===== config.mk =====
export PLATFORM = sky130hd
export DESIGN_NAME = assf_top
export DESIGN_NICKNAME = d
export VERILOG_FILES = /design/src/logic/assf_pkg.sv /design/src/logic/assf_top.sv /design/src/logic/assf_baud_gen.sv
export SDC_FILE = /design/constraint.sdc
export NUM_CORES = 1
export LEC_CHECK = 0
export ABC_AREA = 1
export BUFFER_PORTS_ARGS = -buffer_cell sky130_fd_sc_hd__buf_2
export CORE_MARGIN = 2
export CORE_UTILIZATION = 35
export CTS_BUF_LIST = sky130_fd_sc_hd__clkbuf_4
export CTS_CLUSTER_SIZE = 20
export DETAILED_ROUTE_END_ITERATION = 16
export PLACE_DENSITY = 0.63
export RECOVER_POWER = 25
export REMOVE_ABC_BUFFERS = 1
export SYNTH_ARGS = -nofsm -noshare
export SYNTH_HDL_FRONTEND = slang
export SYNTH_SLANG_ARGS = --single-unit

===== constraint.sdc =====
create_clock -name clk_i -period 2.4 [get_ports clk_i]
set_clock_uncertainty 0.1 [all_clocks]
set_input_delay 0.48 -clock clk_i [delete_from_list [all_inputs] [get_ports clk_i]]
set_output_delay 0.48 -clock clk_i [all_outputs]
set_load 0.05 [all_outputs]

===== src/logic/assf_pkg.sv =====
/*
 Package for the serial status flag block: register offsets, bit positions,
 reset values and bit-rate constants.
 Assumes a 32-bit classic Wishbone slave port, byte addressed.
*/
package assf_pkg;
	// ----------------------------------------------------------------
	// Register offsets
	// ----------------------------------------------------------------
	localparam logic [7:0] ASSF_OFF_STATUS = 8'h00;
	localparam logic [7:0] ASSF_OFF_CONTROL = 8'h04;
	localparam logic [7:0] ASSF_OFF_TXDATA = 8'h08;
	localparam logic [7:0] ASSF_OFF_RXDATA = 8'h0c;
	localparam logic [7:0] ASSF_OFF_BITRATE = 8'h10;
	localparam logic [7:0] ASSF_OFF_IRQ_STAT = 8'h14;
	localparam logic [7:0] ASSF_OFF_IRQ_MASK = 8'h18;
	// ----------------------------------------------------------------
	// Status bit positions
	// ----------------------------------------------------------------
	localparam int ASSF_BIT_TXE = 7;
	localparam int ASSF_BIT_RXF = 6;
	localparam int ASSF_BIT_OVR = 5;
	localparam int ASSF_BIT_FRM = 4;
	localparam int ASSF_BIT_PAR = 3;
	// ----------------------------------------------------------------
	// Control bit positions
	// ----------------------------------------------------------------
	localparam int ASSF_CTL_TXEN = 5;
	localparam int ASSF_CTL_RXEN = 4;
	// ----------------------------------------------------------------
	// Interrupt bit positions
	// ----------------------------------------------------------------
	localparam int ASSF_IRQ_TXE = 0;
	localparam int ASSF_IRQ_RXF = 1;
	localparam int ASSF_IRQ_ERR = 2;
	// ----------------------------------------------------------------
	// Reset values and timing
	// ----------------------------------------------------------------
	localparam logic [7:0] ASSF_STATUS_RST = 8'h80;
	localparam logic [7:0] ASSF_CONTROL_RST = 8'h00;
	localparam logic [9:0] ASSF_BITRATE_RST = 10'h000;
	localparam int ASSF_OVERSAMPLE = 16;
	localparam int ASSF_BASE_DIV = 2;
	localparam logic [3:0] ASSF_SAMPLE_MID = 4'h7;
	localparam logic [3:0] ASSF_SAMPLE_LAST = 4'hf;
	localparam logic [3:0] ASSF_DATA_BITS = 4'h8;
endpackage


===== src/logic/assf_top.sv =====
/*
 Asynchronous serial unit with status flags, 8N1 transmitter and receiver,
 Wishbone classic register slave and a masked level interrupt.
 Assumes a single clock; the rx pin is asynchronous and synchronised here.
*/
// The implementer's own choices: the Wishbone register port and the register addresses.
// Functional notes
// - Writing one to status flags does nothing.
// - Tx empty is bit 7, resets set.
// - Tx empty sets on holding-to-shift move.
// - Tx empty clears on zero after one-read.
// - Tx empty clears on transmit data write.
// - Rx full bit 6 sets on good receive.
// - Rx full clears on zero after one-read.
// - Reading received data clears rx full.
// - Overrun bit 5 sets on receive overrun.
// - Overrun clears only by zero after one-read.
// - Framing bit 4 sets on bad stop.
// - Framing clears only by zero after one-read.
// - Zero select and divisor give clock/32 rate.
`timescale 1ns/10ps
module assf_top #(
	parameter int DIV_W = 8
) (
	input wire logic clk_i,
	input wire logic rst_i,
	input wire logic ce_i,
	input wire logic cyc_i,
	input wire logic stb_i,
	input wire logic we_i,
	input wire logic [7:0] adr_i,
	input wire logic [3:0] sel_i,
	input wire logic [31:0] dat_i,
	output logic [31:0] dat_o,
	output logic ack_o,
	output logic txd_o,
	input wire logic rxd_i,
	output logic irq_o
);
	// ----------------------------------------------------------------
	// Types and registers
	// ----------------------------------------------------------------
	typedef enum logic [1:0] {
		ASSF_IDLE = 2'b00,
		ASSF_START = 2'b01,
		ASSF_DATA = 2'b10,
		ASSF_STOP = 2'b11
	} assf_state_t;

	logic [7:0] status_reg;
	logic [7:0] seen_reg;
	logic [7:0] control_reg;
	logic [9:0] bitrate_reg;
	logic [7:0] tx_holding_register;
	logic [9:0] tx_shift_register;
	logic [7:0] rx_holding_register;
	logic [7:0] rx_shift_register;
	logic [2:0] irq_stat_reg;
	logic [2:0] irq_mask_reg;
	assf_state_t tx_state_reg;
	assf_state_t rx_state_reg;
	logic [3:0] tx_os_reg;
	logic [3:0] tx_bit_reg;
	logic [3:0] rx_os_reg;
	logic [3:0] rx_bit_reg;
	logic rx_meta_reg;
	logic rx_sync_reg;
	logic tick;
	logic wr_stb;
	logic rd_stb;
	logic wr_status;
	logic wr_txdata;
	logic rd_status;
	logic rd_rxdata;
	logic tx_load;
	logic rx_done;
	logic rx_good;
	logic rx_bad;
	logic rx_overrun;
	logic [31:0] rd_mux;

	// ----------------------------------------------------------------
	// Bus decode
	// ----------------------------------------------------------------
	assign wr_stb = cyc_i && stb_i && we_i && !ack_o && sel_i[0];
	assign rd_stb = cyc_i && stb_i && !we_i && !ack_o;
	assign wr_status = wr_stb && (adr_i == assf_pkg::ASSF_OFF_STATUS);
	assign wr_txdata = wr_stb && (adr_i == assf_pkg::ASSF_OFF_TXDATA);
	assign rd_status = rd_stb && (adr_i == assf_pkg::ASSF_OFF_STATUS);
	assign rd_rxdata = rd_stb && (adr_i == assf_pkg::ASSF_OFF_RXDATA);

	// ----------------------------------------------------------------
	// Read data and acknowledge
	// ----------------------------------------------------------------
	always_comb begin
		case (adr_i)
			assf_pkg::ASSF_OFF_STATUS: rd_mux = {24'h000000, status_reg};
			assf_pkg::ASSF_OFF_CONTROL: rd_mux = {24'h000000, control_reg};
			assf_pkg::ASSF_OFF_TXDATA: rd_mux = {24'h000000, tx_holding_register};
			assf_pkg::ASSF_OFF_RXDATA: rd_mux = {24'h000000, rx_holding_register};
			assf_pkg::ASSF_OFF_BITRATE: rd_mux = {22'h0, bitrate_reg};
			assf_pkg::ASSF_OFF_IRQ_STAT: rd_mux = {29'h0, irq_stat_reg};
			assf_pkg::ASSF_OFF_IRQ_MASK: rd_mux = {29'h0, irq_mask_reg};
			default: rd_mux = 32'h00000000;
		endcase
	end

	always_ff @(posedge clk_i) begin
		if (rst_i) begin
			ack_o <= 1'b0;
			dat_o <= 32'h00000000;
		end else if (ce_i) begin
			ack_o <= cyc_i && stb_i && !ack_o;
			if (rd_stb) begin
				dat_o <= rd_mux;
			end
		end
	end

	// ----------------------------------------------------------------
	// Configuration registers
	// ----------------------------------------------------------------
	always_ff @(posedge clk_i) begin
		if (rst_i) begin
			control_reg <= assf_pkg::ASSF_CONTROL_RST;
			bitrate_reg <= assf_pkg::ASSF_BITRATE_RST;
			irq_mask_reg <= 3'h0;
		end else if (ce_i && wr_stb) begin
			if (adr_i == assf_pkg::ASSF_OFF_CONTROL) begin
				control_reg <= dat_i[7:0];
			end
			if (adr_i == assf_pkg::ASSF_OFF_BITRATE) begin
				bitrate_reg <= dat_i[9:0];
			end
			if (adr_i == assf_pkg::ASSF_OFF_IRQ_MASK) begin
				irq_mask_reg <= dat_i[2:0];
			end
		end
	end

	// ----------------------------------------------------------------
	// Bit-rate generator
	// ----------------------------------------------------------------
	assf_baud_gen #(
		.DIV_W(DIV_W)
	) u_baud (
		.clk_i(clk_i),
		.rst_i(rst_i),
		.ce_i(ce_i),
		.sel_i(bitrate_reg[9:8]),
		.div_i(bitrate_reg[DIV_W-1:0]),
		.tick_o(tick)
	);

	// ----------------------------------------------------------------
	// Transmitter
	// ----------------------------------------------------------------
	assign tx_load = (tx_state_reg == ASSF_IDLE) && !status_reg[assf_pkg::ASSF_BIT_TXE]
		&& control_reg[assf_pkg::ASSF_CTL_TXEN] && tick;

	always_ff @(posedge clk_i) begin
		if (rst_i) begin
			tx_holding_register <= 8'h00;
		end else if (ce_i && wr_txdata) begin
			tx_holding_register <= dat_i[7:0];
		end
	end

	always_ff @(posedge clk_i) begin
		if (rst_i) begin
			tx_state_reg <= ASSF_IDLE;
			tx_shift_register <= 10'h3ff;
			tx_os_reg <= 4'h0;
			tx_bit_reg <= 4'h0;
			txd_o <= 1'b1;
		end else if (ce_i) begin
			case (tx_state_reg)
				ASSF_IDLE: begin
					txd_o <= 1'b1;
					if (tx_load) begin
						tx_shift_register <= {1'b1, tx_holding_register, 1'b0};
						tx_state_reg <= ASSF_DATA;
						tx_os_reg <= 4'h0;
						tx_bit_reg <= 4'h0;
					end
				end
				ASSF_DATA: begin
					if (tick) begin
						txd_o <= tx_shift_register[0];
						tx_os_reg <= tx_os_reg + 4'h1;
						if (tx_os_reg == assf_pkg::ASSF_SAMPLE_LAST) begin
							tx_shift_register <= {1'b1, tx_shift_register[9:1]};
							tx_bit_reg <= tx_bit_reg + 4'h1;
							if (tx_bit_reg == assf_pkg::ASSF_DATA_BITS + 4'h1) begin
								tx_state_reg <= ASSF_IDLE;
							end
						end
					end
				end
				default: begin
					tx_state_reg <= ASSF_IDLE;
					txd_o <= 1'b1;
				end
			endcase
		end
	end

	// ----------------------------------------------------------------
	// Receiver
	// ----------------------------------------------------------------
	always_ff @(posedge clk_i) begin
		if (rst_i) begin
			rx_meta_reg <= 1'b1;
			rx_sync_reg <= 1'b1;
		end else if (ce_i) begin
			rx_meta_reg <= rxd_i;
			rx_sync_reg <= rx_meta_reg;
		end
	end

	assign rx_done = (rx_state_reg == ASSF_STOP) && tick && (rx_os_reg == assf_pkg::ASSF_SAMPLE_LAST);
	assign rx_overrun = rx_done && rx_sync_reg && status_reg[assf_pkg::ASSF_BIT_RXF];
	assign rx_good = rx_done && rx_sync_reg && !status_reg[assf_pkg::ASSF_BIT_RXF];
	assign rx_bad = rx_done && !rx_sync_reg;

	always_ff @(posedge clk_i) begin
		if (rst_i) begin
			rx_state_reg <= ASSF_IDLE;
			rx_os_reg <= 4'h0;
			rx_bit_reg <= 4'h0;
			rx_shift_register <= 8'h00;
			rx_holding_register <= 8'h00;
		end else if (ce_i && tick) begin
			rx_os_reg <= rx_os_reg + 4'h1;
			case (rx_state_reg)
				ASSF_IDLE: begin
					rx_os_reg <= 4'h0;
					if (!rx_sync_reg && control_reg[assf_pkg::ASSF_CTL_RXEN]) begin
						rx_state_reg <= ASSF_START;
					end
				end
				ASSF_START: begin
					if (rx_os_reg == assf_pkg::ASSF_SAMPLE_MID) begin
						rx_os_reg <= 4'h0;
						rx_bit_reg <= 4'h0;
						rx_state_reg <= rx_sync_reg ? ASSF_IDLE : ASSF_DATA;
					end
				end
				ASSF_DATA: begin
					if (rx_os_reg == assf_pkg::ASSF_SAMPLE_LAST) begin
						rx_shift_register <= {rx_sync_reg, rx_shift_register[7:1]};
						rx_bit_reg <= rx_bit_reg + 4'h1;
						if (rx_bit_reg == assf_pkg::ASSF_DATA_BITS - 4'h1) begin
							rx_state_reg <= ASSF_STOP;
							rx_os_reg <= 4'h0;
						end
					end
				end
				ASSF_STOP: begin
					if (rx_os_reg == assf_pkg::ASSF_SAMPLE_LAST) begin
						rx_state_reg <= ASSF_IDLE;
						if (rx_good) begin
							rx_holding_register <= rx_shift_register;
						end
					end
				end
				default: rx_state_reg <= ASSF_IDLE;
			endcase
		end
	end

	// ----------------------------------------------------------------
	// Status flags
	// ----------------------------------------------------------------
	always_ff @(posedge clk_i) begin
		if (rst_i) begin
			seen_reg <= 8'h00;
		end else if (ce_i) begin
			if (rd_status) begin
				seen_reg <= status_reg;
			end else if (wr_status) begin
				seen_reg <= 8'h00;
			end
		end
	end

	// ----------------------------------------------------------------
	// Flag set and clear
	// ----------------------------------------------------------------
	always_ff @(posedge clk_i) begin
		if (rst_i) begin
			status_reg <= assf_pkg::ASSF_STATUS_RST;
		end else if (ce_i) begin
			if (!control_reg[assf_pkg::ASSF_CTL_TXEN] || tx_load) begin
				status_reg[assf_pkg::ASSF_BIT_TXE] <= 1'b1;
			end else if (wr_txdata) begin
				status_reg[assf_pkg::ASSF_BIT_TXE] <= 1'b0;
			end else if (wr_status && seen_reg[assf_pkg::ASSF_BIT_TXE]
				&& !dat_i[assf_pkg::ASSF_BIT_TXE]) begin
				status_reg[assf_pkg::ASSF_BIT_TXE] <= 1'b0;
			end
			if (rx_good) begin
				status_reg[assf_pkg::ASSF_BIT_RXF] <= 1'b1;
			end else if (rd_rxdata) begin
				status_reg[assf_pkg::ASSF_BIT_RXF] <= 1'b0;
			end else if (wr_status && seen_reg[assf_pkg::ASSF_BIT_RXF]
				&& !dat_i[assf_pkg::ASSF_BIT_RXF]) begin
				status_reg[assf_pkg::ASSF_BIT_RXF] <= 1'b0;
			end
			if (rx_overrun) begin
				status_reg[assf_pkg::ASSF_BIT_OVR] <= 1'b1;
			end else if (wr_status && seen_reg[assf_pkg::ASSF_BIT_OVR]
				&& !dat_i[assf_pkg::ASSF_BIT_OVR]) begin
				status_reg[assf_pkg::ASSF_BIT_OVR] <= 1'b0;
			end
			if (rx_bad) begin
				status_reg[assf_pkg::ASSF_BIT_FRM] <= 1'b1;
			end else if (wr_status && seen_reg[assf_pkg::ASSF_BIT_FRM]
				&& !dat_i[assf_pkg::ASSF_BIT_FRM]) begin
				status_reg[assf_pkg::ASSF_BIT_FRM] <= 1'b0;
			end
			status_reg[assf_pkg::ASSF_BIT_PAR] <= 1'b0;
			status_reg[2:0] <= 3'h0;
		end
	end

	// ----------------------------------------------------------------
	// Interrupts
	// ----------------------------------------------------------------
	always_ff @(posedge clk_i) begin
		if (rst_i) begin
			irq_stat_reg <= 3'h0;
			irq_o <= 1'b0;
		end else if (ce_i) begin
			irq_o <= |(irq_stat_reg & irq_mask_reg);
			irq_stat_reg[assf_pkg::ASSF_IRQ_TXE] <= tx_load || (irq_stat_reg[assf_pkg::ASSF_IRQ_TXE]
				&& !(wr_stb && adr_i == assf_pkg::ASSF_OFF_IRQ_STAT && dat_i[assf_pkg::ASSF_IRQ_TXE]));
			irq_stat_reg[assf_pkg::ASSF_IRQ_RXF] <= rx_good || (irq_stat_reg[assf_pkg::ASSF_IRQ_RXF]
				&& !(wr_stb && adr_i == assf_pkg::ASSF_OFF_IRQ_STAT && dat_i[assf_pkg::ASSF_IRQ_RXF]));
			irq_stat_reg[assf_pkg::ASSF_IRQ_ERR] <= rx_bad || rx_overrun
				|| (irq_stat_reg[assf_pkg::ASSF_IRQ_ERR]
				&& !(wr_stb && adr_i == assf_pkg::ASSF_OFF_IRQ_STAT && dat_i[assf_pkg::ASSF_IRQ_ERR]));
		end
	end
endmodule


===== src/logic/assf_baud_gen.sv =====
/*
 Bit-rate tick generator: prescaler of 2, 8, 32 or 128 then divisor plus one.
 Assumes the caller's clock and a clock enable shared with the main block.
*/
`timescale 1ns/10ps
module assf_baud_gen #(
	parameter int DIV_W = 8
) (
	input wire logic clk_i,
	input wire logic rst_i,
	input wire logic ce_i,
	input wire logic [1:0] sel_i,
	input wire logic [DIV_W-1:0] div_i,
	output logic tick_o
);
	// ----------------------------------------------------------------
	// Prescaler and divisor
	// ----------------------------------------------------------------
	logic [6:0] pre_reg;
	logic [DIV_W-1:0] cnt_reg;
	logic pre_hit;
	logic [6:0] pre_top;

	always_comb begin
		case (sel_i)
			2'h0: pre_top = 7'h01;
			2'h1: pre_top = 7'h07;
			2'h2: pre_top = 7'h1f;
			default: pre_top = 7'h7f;
		endcase
		pre_hit = (pre_reg >= pre_top);
	end

	always_ff @(posedge clk_i) begin
		if (rst_i) begin
			pre_reg <= 7'h00;
		end else if (ce_i) begin
			pre_reg <= pre_hit ? 7'h00 : pre_reg + 7'h01;
		end
	end

	always_ff @(posedge clk_i) begin
		if (rst_i) begin
			cnt_reg <= '0;
			tick_o <= 1'b0;
		end else if (ce_i) begin
			tick_o <= 1'b0;
			if (pre_hit) begin
				if (cnt_reg >= div_i) begin
					cnt_reg <= '0;
					tick_o <= 1'b1;
				end else begin
					cnt_reg <= cnt_reg + {{(DIV_W-1){1'b0}}, 1'b1};
				end
			end
		end
	end
endmodule


==> results of run 1 <==
how the worst max path moves through the flow:
stage / start / end / depth (start not counted)
finish: tx_state_reg[1] / tx_bit_reg[1] / 6
global route: bitrate_reg[9] / u_baud.pre_reg[0] / 8
CTS: tx_state_reg[1] / tx_bit_reg[1] / 6
detailed placement: cyc_i / tx_holding_register[7] / 9
global placement: cyc_i / tx_holding_register[7] / 9
floorplan: rst_i / u_baud.pre_reg[0] / 3
layer usage:
layer  routed length [um]  up-vias  track usage (%)
li1                     -     2698                -
met1                 6700     2296             21.9
met2                 6460       93             27.7
met3                  672       16             3.75
met4                  204        0             6.27
met5                    0        -                0
kinds of logic (layout without fill, tap and decap cells):
logic type | Yosys count | count (layout) | share of synthesized area [%]
buffers and inverters | 123 | 160 | 10.2
other | 1 | 24 | 0.0645
AND/OR/NAND/NOR | 383 | 383 | 29.1
flip-flops | 115 | 115 | 39.6
XOR/XNOR | 9 | 9 | 1.36
adder cells (fa/ha/maj) | 19 | 19 | 4.09
AO/OA/AOI/OAI | 159 | 159 | 15.6
cell type report:
cell class | count | area share [%]
Multi-Input combinational cell | 592 | 46.1
Sequential cell | 115 | 35.8
Timing Repair Buffer | 51 | 4.86
Inverter | 78 | 4.59
Tap cell | 220 | 4.28
Clock inverter | 13 | 2.22
Clock buffer | 18 | 2.10
Antenna cell | 2 | 0.0777
power by group through the flow:
stage | combinational, uW | sequential, uW | clock (uW)
2_1_floorplan | 183 | 1980 | 0
3_3_place_gp | 295 | 1970 | 0
3_5_place_dp | 297 | 1970 | 0
4_1_cts | 298 | 1930 | 1480
5_1_grt | 325 | 1930 | 1560
6_report | 295 | 1930 | 1440
synthesized netlist by cell type (4+ instances only):
cell,instances,area (um2)
clkbuf_1,10,37.5
o211ai_2,7,87.6
nand3_1,74,370
dfxtp_1,115,2300
buf_4,24,180
nand4_1,5,31.3
nand2_2,4,25.0
nand2_4,4,45.0
nor2_1,121,454
o21ai_0,70,350
xor2_1,9,78.8
buf_2,6,30.0
ha_1,19,238
nand2_1,145,544
inv_2,5,18.8
inv_1,68,255
nor2_2,5,31.3
or2_2,5,31.3
a21oi_1,61,305
nor3_1,8,40.0
buf_6,4,45.0
per-stage QoR:
step / total power, uW / worst slack (ns) / hold slack [ns]
6_report: 3660 / 0.361 / 0.0538
5_1_grt: 3820 / 0.148 / 0.0561
4_1_cts: 3710 / 0.369 / 0.0298
3_5_place_dp: 2270 / 0.226 / 0.338
3_3_place_gp: 2270 / 0.263 / 0.336
2_1_floorplan: 2160 / 0.308 / 0.321
critical path, delay by kind of cell, from the launching register on:
family                 cells  cell delay [ns]
buffers and inverters      1             0.24
flip-flops                 1             0.68
AND/OR/NAND/NOR            3             0.26
AO/OA/AOI/OAI              2             0.65
==> results.sh, run 1 <==
export IMPL_synthFlopType="dfxtp_1"
export IMPL_min_from="rxd_i"
export IMPL_critPathMaxFanout=19
export IMPL_dp_cells=1056
export IMPL_path_cells="nor3_4 > o21ai_4 > clkinv_2 > nand2_2 > nor2_1 > o21a_1"
export IMPL_slowest_stage="dfxtp_1"
export IMPL_gp_congestion=0.837
export IMPL_drc=0
export IMPL_synth_edff_count=0
export IMPL_grt_use_total_pct=16.9
export IMPL_grt_overflow=0
export IMPL_pin_count=86
export IMPL_port_buffers=38
export IMPL_whs_path_depth=3
export IMPL_synthesis_area_mm2=0.00581
export IMPL_cts_tree="yes"
export IMPL_maxCapViolCount=0
export IMPL_grt_max_degree=34
export IMPL_clkSlewWorstSetupHoldPaths_ns=0.11
export IMPL_slew_headroom_pct=34.9
export IMPL_cts_root_buf="clkbuf_4"
export IMPL_ys_ff_latch=115
export IMPL_detailed_place_hpwl_mm=10.4
export IMPL_p_sw_share_pct=26.4
export IMPL_insertion_delay_ns=0.55
export IMPL_outcome="finished clean"
export IMPL_p_int_uw=2690
export IMPL_power_frac_comb_pct=8.0
export IMPL_power_leakage_uw=0.00276
export IMPL_stdcell_area_mm2=0.00644
export IMPL_fin_crit_ns=2.04
export IMPL_nets=925
export IMPL_dr_pass1_iters=5
export IMPL_power_density_mw_per_mm2=569
export IMPL_final_cell_mix="nand2_1, nor2_1, dfxtp_1, nand3_1"
export IMPL_multi_input_area_mm2=0.00297
export IMPL_r2r_cells=6
export IMPL_antenna_found_initial=1
export IMPL_fillers=1740
export IMPL_critPathMaxStageDelay_ns=0.68
export IMPL_wl_per_cell_um=12.9
export IMPL_r2r_start="tx_state_reg[1]"
export IMPL_fin_util_pct=39.2
export IMPL_cp_start_kind="register"
export IMPL_clockPowerShare_pct=39.3
export IMPL_tightestPinTransition_ns=0.975
export IMPL_synth_async_reset_ratio_pct=0
export IMPL_holdPathEnd="rx_meta_reg"
export IMPL_r2r_end="tx_bit_reg[1]"
export IMPL_ff_latch_area_mm2=0.00230
export IMPL_core_area_mm2=0.0164
export IMPL_ctsResizeCount=0
export IMPL_clock_sinks=115
export IMPL_postPlaceCellArea_mm2=0.00618
export IMPL_via_per_inst=4.69
export IMPL_required_ns=2.74
export IMPL_drt_iter0_drc=342
export IMPL_yosysUniqueCellTypes=44
export IMPL_ys_seq_area_share_pct=39.6
export IMPL_seq_power_share_pct=52.7
export IMPL_rows=47
export IMPL_die_area_mm2=0.0177
export IMPL_fin_cells=1089
export IMPL_finalMaxSlewViolations=0
export IMPL_synthCells=809
export IMPL_clockBufferDepth=2
export IMPL_peakVddDrop_uv=284
export IMPL_cts_setup_buffers=0
export IMPL_syn_area_per_cell_um2=7.19
export IMPL_cts_hold_buf=0
export IMPL_setup_tns_ns=0
export IMPL_yosys_warnings=0
export IMPL_worstSetupPathType="reg2reg"
export IMPL_grt_pass1_vias=4794
export IMPL_layout_commonest_cell="nand2_1"
export IMPL_setup_viol=0
export IMPL_grt_pass1_wl_mm=23.7
export IMPL_vias=5103
export IMPL_cp_arrival_ns=2.38
export IMPL_fin_crit_sh_pct=85.0
export IMPL_cts_buffers=17
export IMPL_syn_to_final_growth_pct=10.7
export IMPL_htree_num_levels=4
export IMPL_finalWirelength_mm=14.0
export IMPL_fp_dieH_um=133
export IMPL_ff2ff_setup_slack_ns=0.36
export IMPL_switching_power_uw=967
export IMPL_rsz0062_at_grt="false"
export IMPL_end_kind="register"
export IMPL_die_w_um=133
export IMPL_hold_violations=0
export IMPL_initial_core_util_pct=35.4
export IMPL_ant_nets=0
export IMPL_hold_class="in2reg"
export IMPL_fmax_mhz=490
export IMPL_layout_drive_gt1_share_pct=13.3
Note: power is estimated with default switching activity, not from simulation.
==> run 2, diff against run 1 <==
==> constraint.sdc (replaced) <==
create_clock -name clk_i -period 2 [get_ports clk_i]
set_clock_uncertainty 0.1 [all_clocks]
set_input_delay 0.4 -clock clk_i [delete_from_list [all_inputs] [get_ports clk_i]]
set_output_delay 0.4 -clock clk_i [all_outputs]
set_load 0.05 [all_outputs]
==> run 2 against run 1 <==
Net effect: die area stayed put; highest routed layer is now met5; clock power grew 6%; fmax increased by 10%; final cell count is 0.64% higher; utilization is 0.18 points higher; total power increased by 14%; sequential share of layout area fell by 0.15 points.
==> results.sh, run 2 (same netlist as run 1, synthesis figures left out) <==
export IMPL_outcome="finished clean"
export IMPL_fin_crit_ns=1.85
export IMPL_cp_start_kind="register"
export IMPL_fillers=1770
export IMPL_drt_iter0_drc=291
export IMPL_cts_root_buf="clkbuf_4"
export IMPL_grt_use_total_pct=16.8
export IMPL_finalMaxSlewViolations=0
export IMPL_syn_to_final_growth_pct=11.3
export IMPL_holdPathEnd="control_reg[3]"
export IMPL_setup_tns_ns=0
export IMPL_setup_viol=0
export IMPL_port_buffers=38
export IMPL_cts_setup_buffers=0
export IMPL_wl_per_cell_um=12.9
export IMPL_peakVddDrop_uv=294
export IMPL_ant_nets=0
export IMPL_hold_class="in2reg"
export IMPL_dr_pass1_iters=4
export IMPL_layout_drive_gt1_share_pct=13.2
export IMPL_cp_arrival_ns=2.18
export IMPL_grt_pass1_vias=4700
export IMPL_required_ns=2.33
export IMPL_finalWirelength_mm=14.1
export IMPL_via_per_inst=4.70
export IMPL_antenna_found_initial=3
export IMPL_maxCapViolCount=0
export IMPL_stdcell_area_mm2=0.00647
export IMPL_core_area_mm2=0.0164
export IMPL_dp_cells=1063
export IMPL_rows=47
export IMPL_r2r_end="tx_os_reg[3]"
export IMPL_rsz0062_at_grt="false"
export IMPL_cts_tree="yes"
export IMPL_layout_commonest_cell="nand2_1"
export IMPL_ff2ff_setup_slack_ns=0.15
export IMPL_hold_violations=0
export IMPL_postPlaceCellArea_mm2=0.00622
export IMPL_r2r_start="tx_state_reg[1]"
export IMPL_die_w_um=133
export IMPL_vias=5147
export IMPL_tightestPinTransition_ns=0.617
export IMPL_fin_util_pct=39.4
export IMPL_fin_crit_sh_pct=92.6
export IMPL_grt_overflow=0
export IMPL_fp_dieH_um=133
export IMPL_clkSlewWorstSetupHoldPaths_ns=0.10
export IMPL_clockBufferDepth=2
export IMPL_min_from="dat_i[3]"
export IMPL_clock_sinks=115
export IMPL_fin_cells=1096
export IMPL_fmax_mhz=540
export IMPL_cts_buffers=17
export IMPL_slew_headroom_pct=58.9
export IMPL_r2r_cells=7
export IMPL_nets=935
export IMPL_pin_count=86
export IMPL_whs_path_depth=3
export IMPL_htree_num_levels=4
export IMPL_power_density_mw_per_mm2=648
export IMPL_power_leakage_uw=0.00278
export IMPL_die_area_mm2=0.0177
export IMPL_critPathMaxFanout=7
export IMPL_detailed_place_hpwl_mm=10.4
export IMPL_end_kind="register"
export IMPL_grt_pass1_wl_mm=23.4
export IMPL_worstSetupPathType="reg2reg"
export IMPL_final_cell_mix="nand2_1, nor2_1, dfxtp_1, nand3_1, o21ai_0"
export IMPL_drc=0
export IMPL_insertion_delay_ns=0.53
export IMPL_grt_max_degree=59
export IMPL_gp_congestion=0.831
export IMPL_initial_core_util_pct=35.4
## run 2: cell types whose count changed in the layout (fill, tap and decap cells not counted), sizes merged
| cell | delta |
|---|---|
| bufinv | -1 |
| dlygate4sd3 | +3 |
| buf | +4 |
| clkbuf | +2 |
| clkinvlp | -1 |
## run 2: report_power, final
part           total (uW)  switching, uW  leakage (uW)  internal (uW)
registers            2310           12.9      0.000928           2300
clock network        1520            835      0.000128            681
logic                 358            272       0.00173           86.0
## run 2: per-layer routing
layer / share of wire [%] / GRT usage, % / vias up
met5: 0.092 / 0 / -
met4: 2.1 / 7.17 / 2
met3: 4.6 / 4.44 / 28
met2: 46 / 26.5 / 102
met1: 48 / 21.6 / 2296
li1: - / - / 2719
## run 2: layout make-up
| class | count | area (um2) | share of cell area [%] |
|---|---|---|---|
| clock inverter | 11 | 97.6 | 1.51 |
| multi-input combinational | 592 | 2990 | 46.2 |
| sequential | 115 | 2300 | 35.6 |
| timing repair buffer | 61 | 374 | 5.78 |
| antenna | 2 | 5.00 | 0.0774 |
| inverter | 78 | 295 | 4.56 |
| clock buffer | 17 | 128 | 1.97 |
| tap | 220 | 275 | 4.26 |
## run 2: what timing repair did
| item | in CTS | in global routing |
|---|---|---|
| hold buffers | 3 | 0 |
| endpoints found under the hold margin | 3 | 0 |
| resized for setup | 0 | 2 |
| endpoints found under the setup margin | 0 | 7 |
## run 2: worst max-delay path, stage by stage (launching register included)
cell and delay, ns:
dfxtp_1 0.37, buf_4 0.19, nor3_4 0.23, nand2_1 0.23, o21ai_0 0.30, nand2_1 0.12
xor2_1 0.16, nor2_1 0.05
## run 2: metrics by stage
step	setup slack [ns]	hold WS [ns]	power [uW]
2_1_floorplan	-0.0118	0.321	2600
3_3_place_gp	0.0896	0.334	2730
3_5_place_dp	0.0833	0.339	2730
4_1_cts	0.120	0.0517	4240
5_1_grt	0.00406	0.0739	4370
6_report	0.148	0.0897	4190
## run 2: worst max path at each step
| stage | startpoint | end | slack [ns] | cells after the start |
|---|---|---|---|---|
| floorplan | rst_i | u_baud.pre_reg[0] | -0.01 | 3 |
| global placement | adr_i[1] | seen_reg[4] | 0.09 | 9 |
| detailed placement | adr_i[1] | seen_reg[4] | 0.08 | 9 |
| CTS | bitrate_reg[9] | u_baud.tick_o | 0.12 | 9 |
| global route | bitrate_reg[9] | u_baud.pre_reg[0] | 0.004 | 9 |
| finish | tx_state_reg[1] | tx_os_reg[3] | 0.15 | 7 |
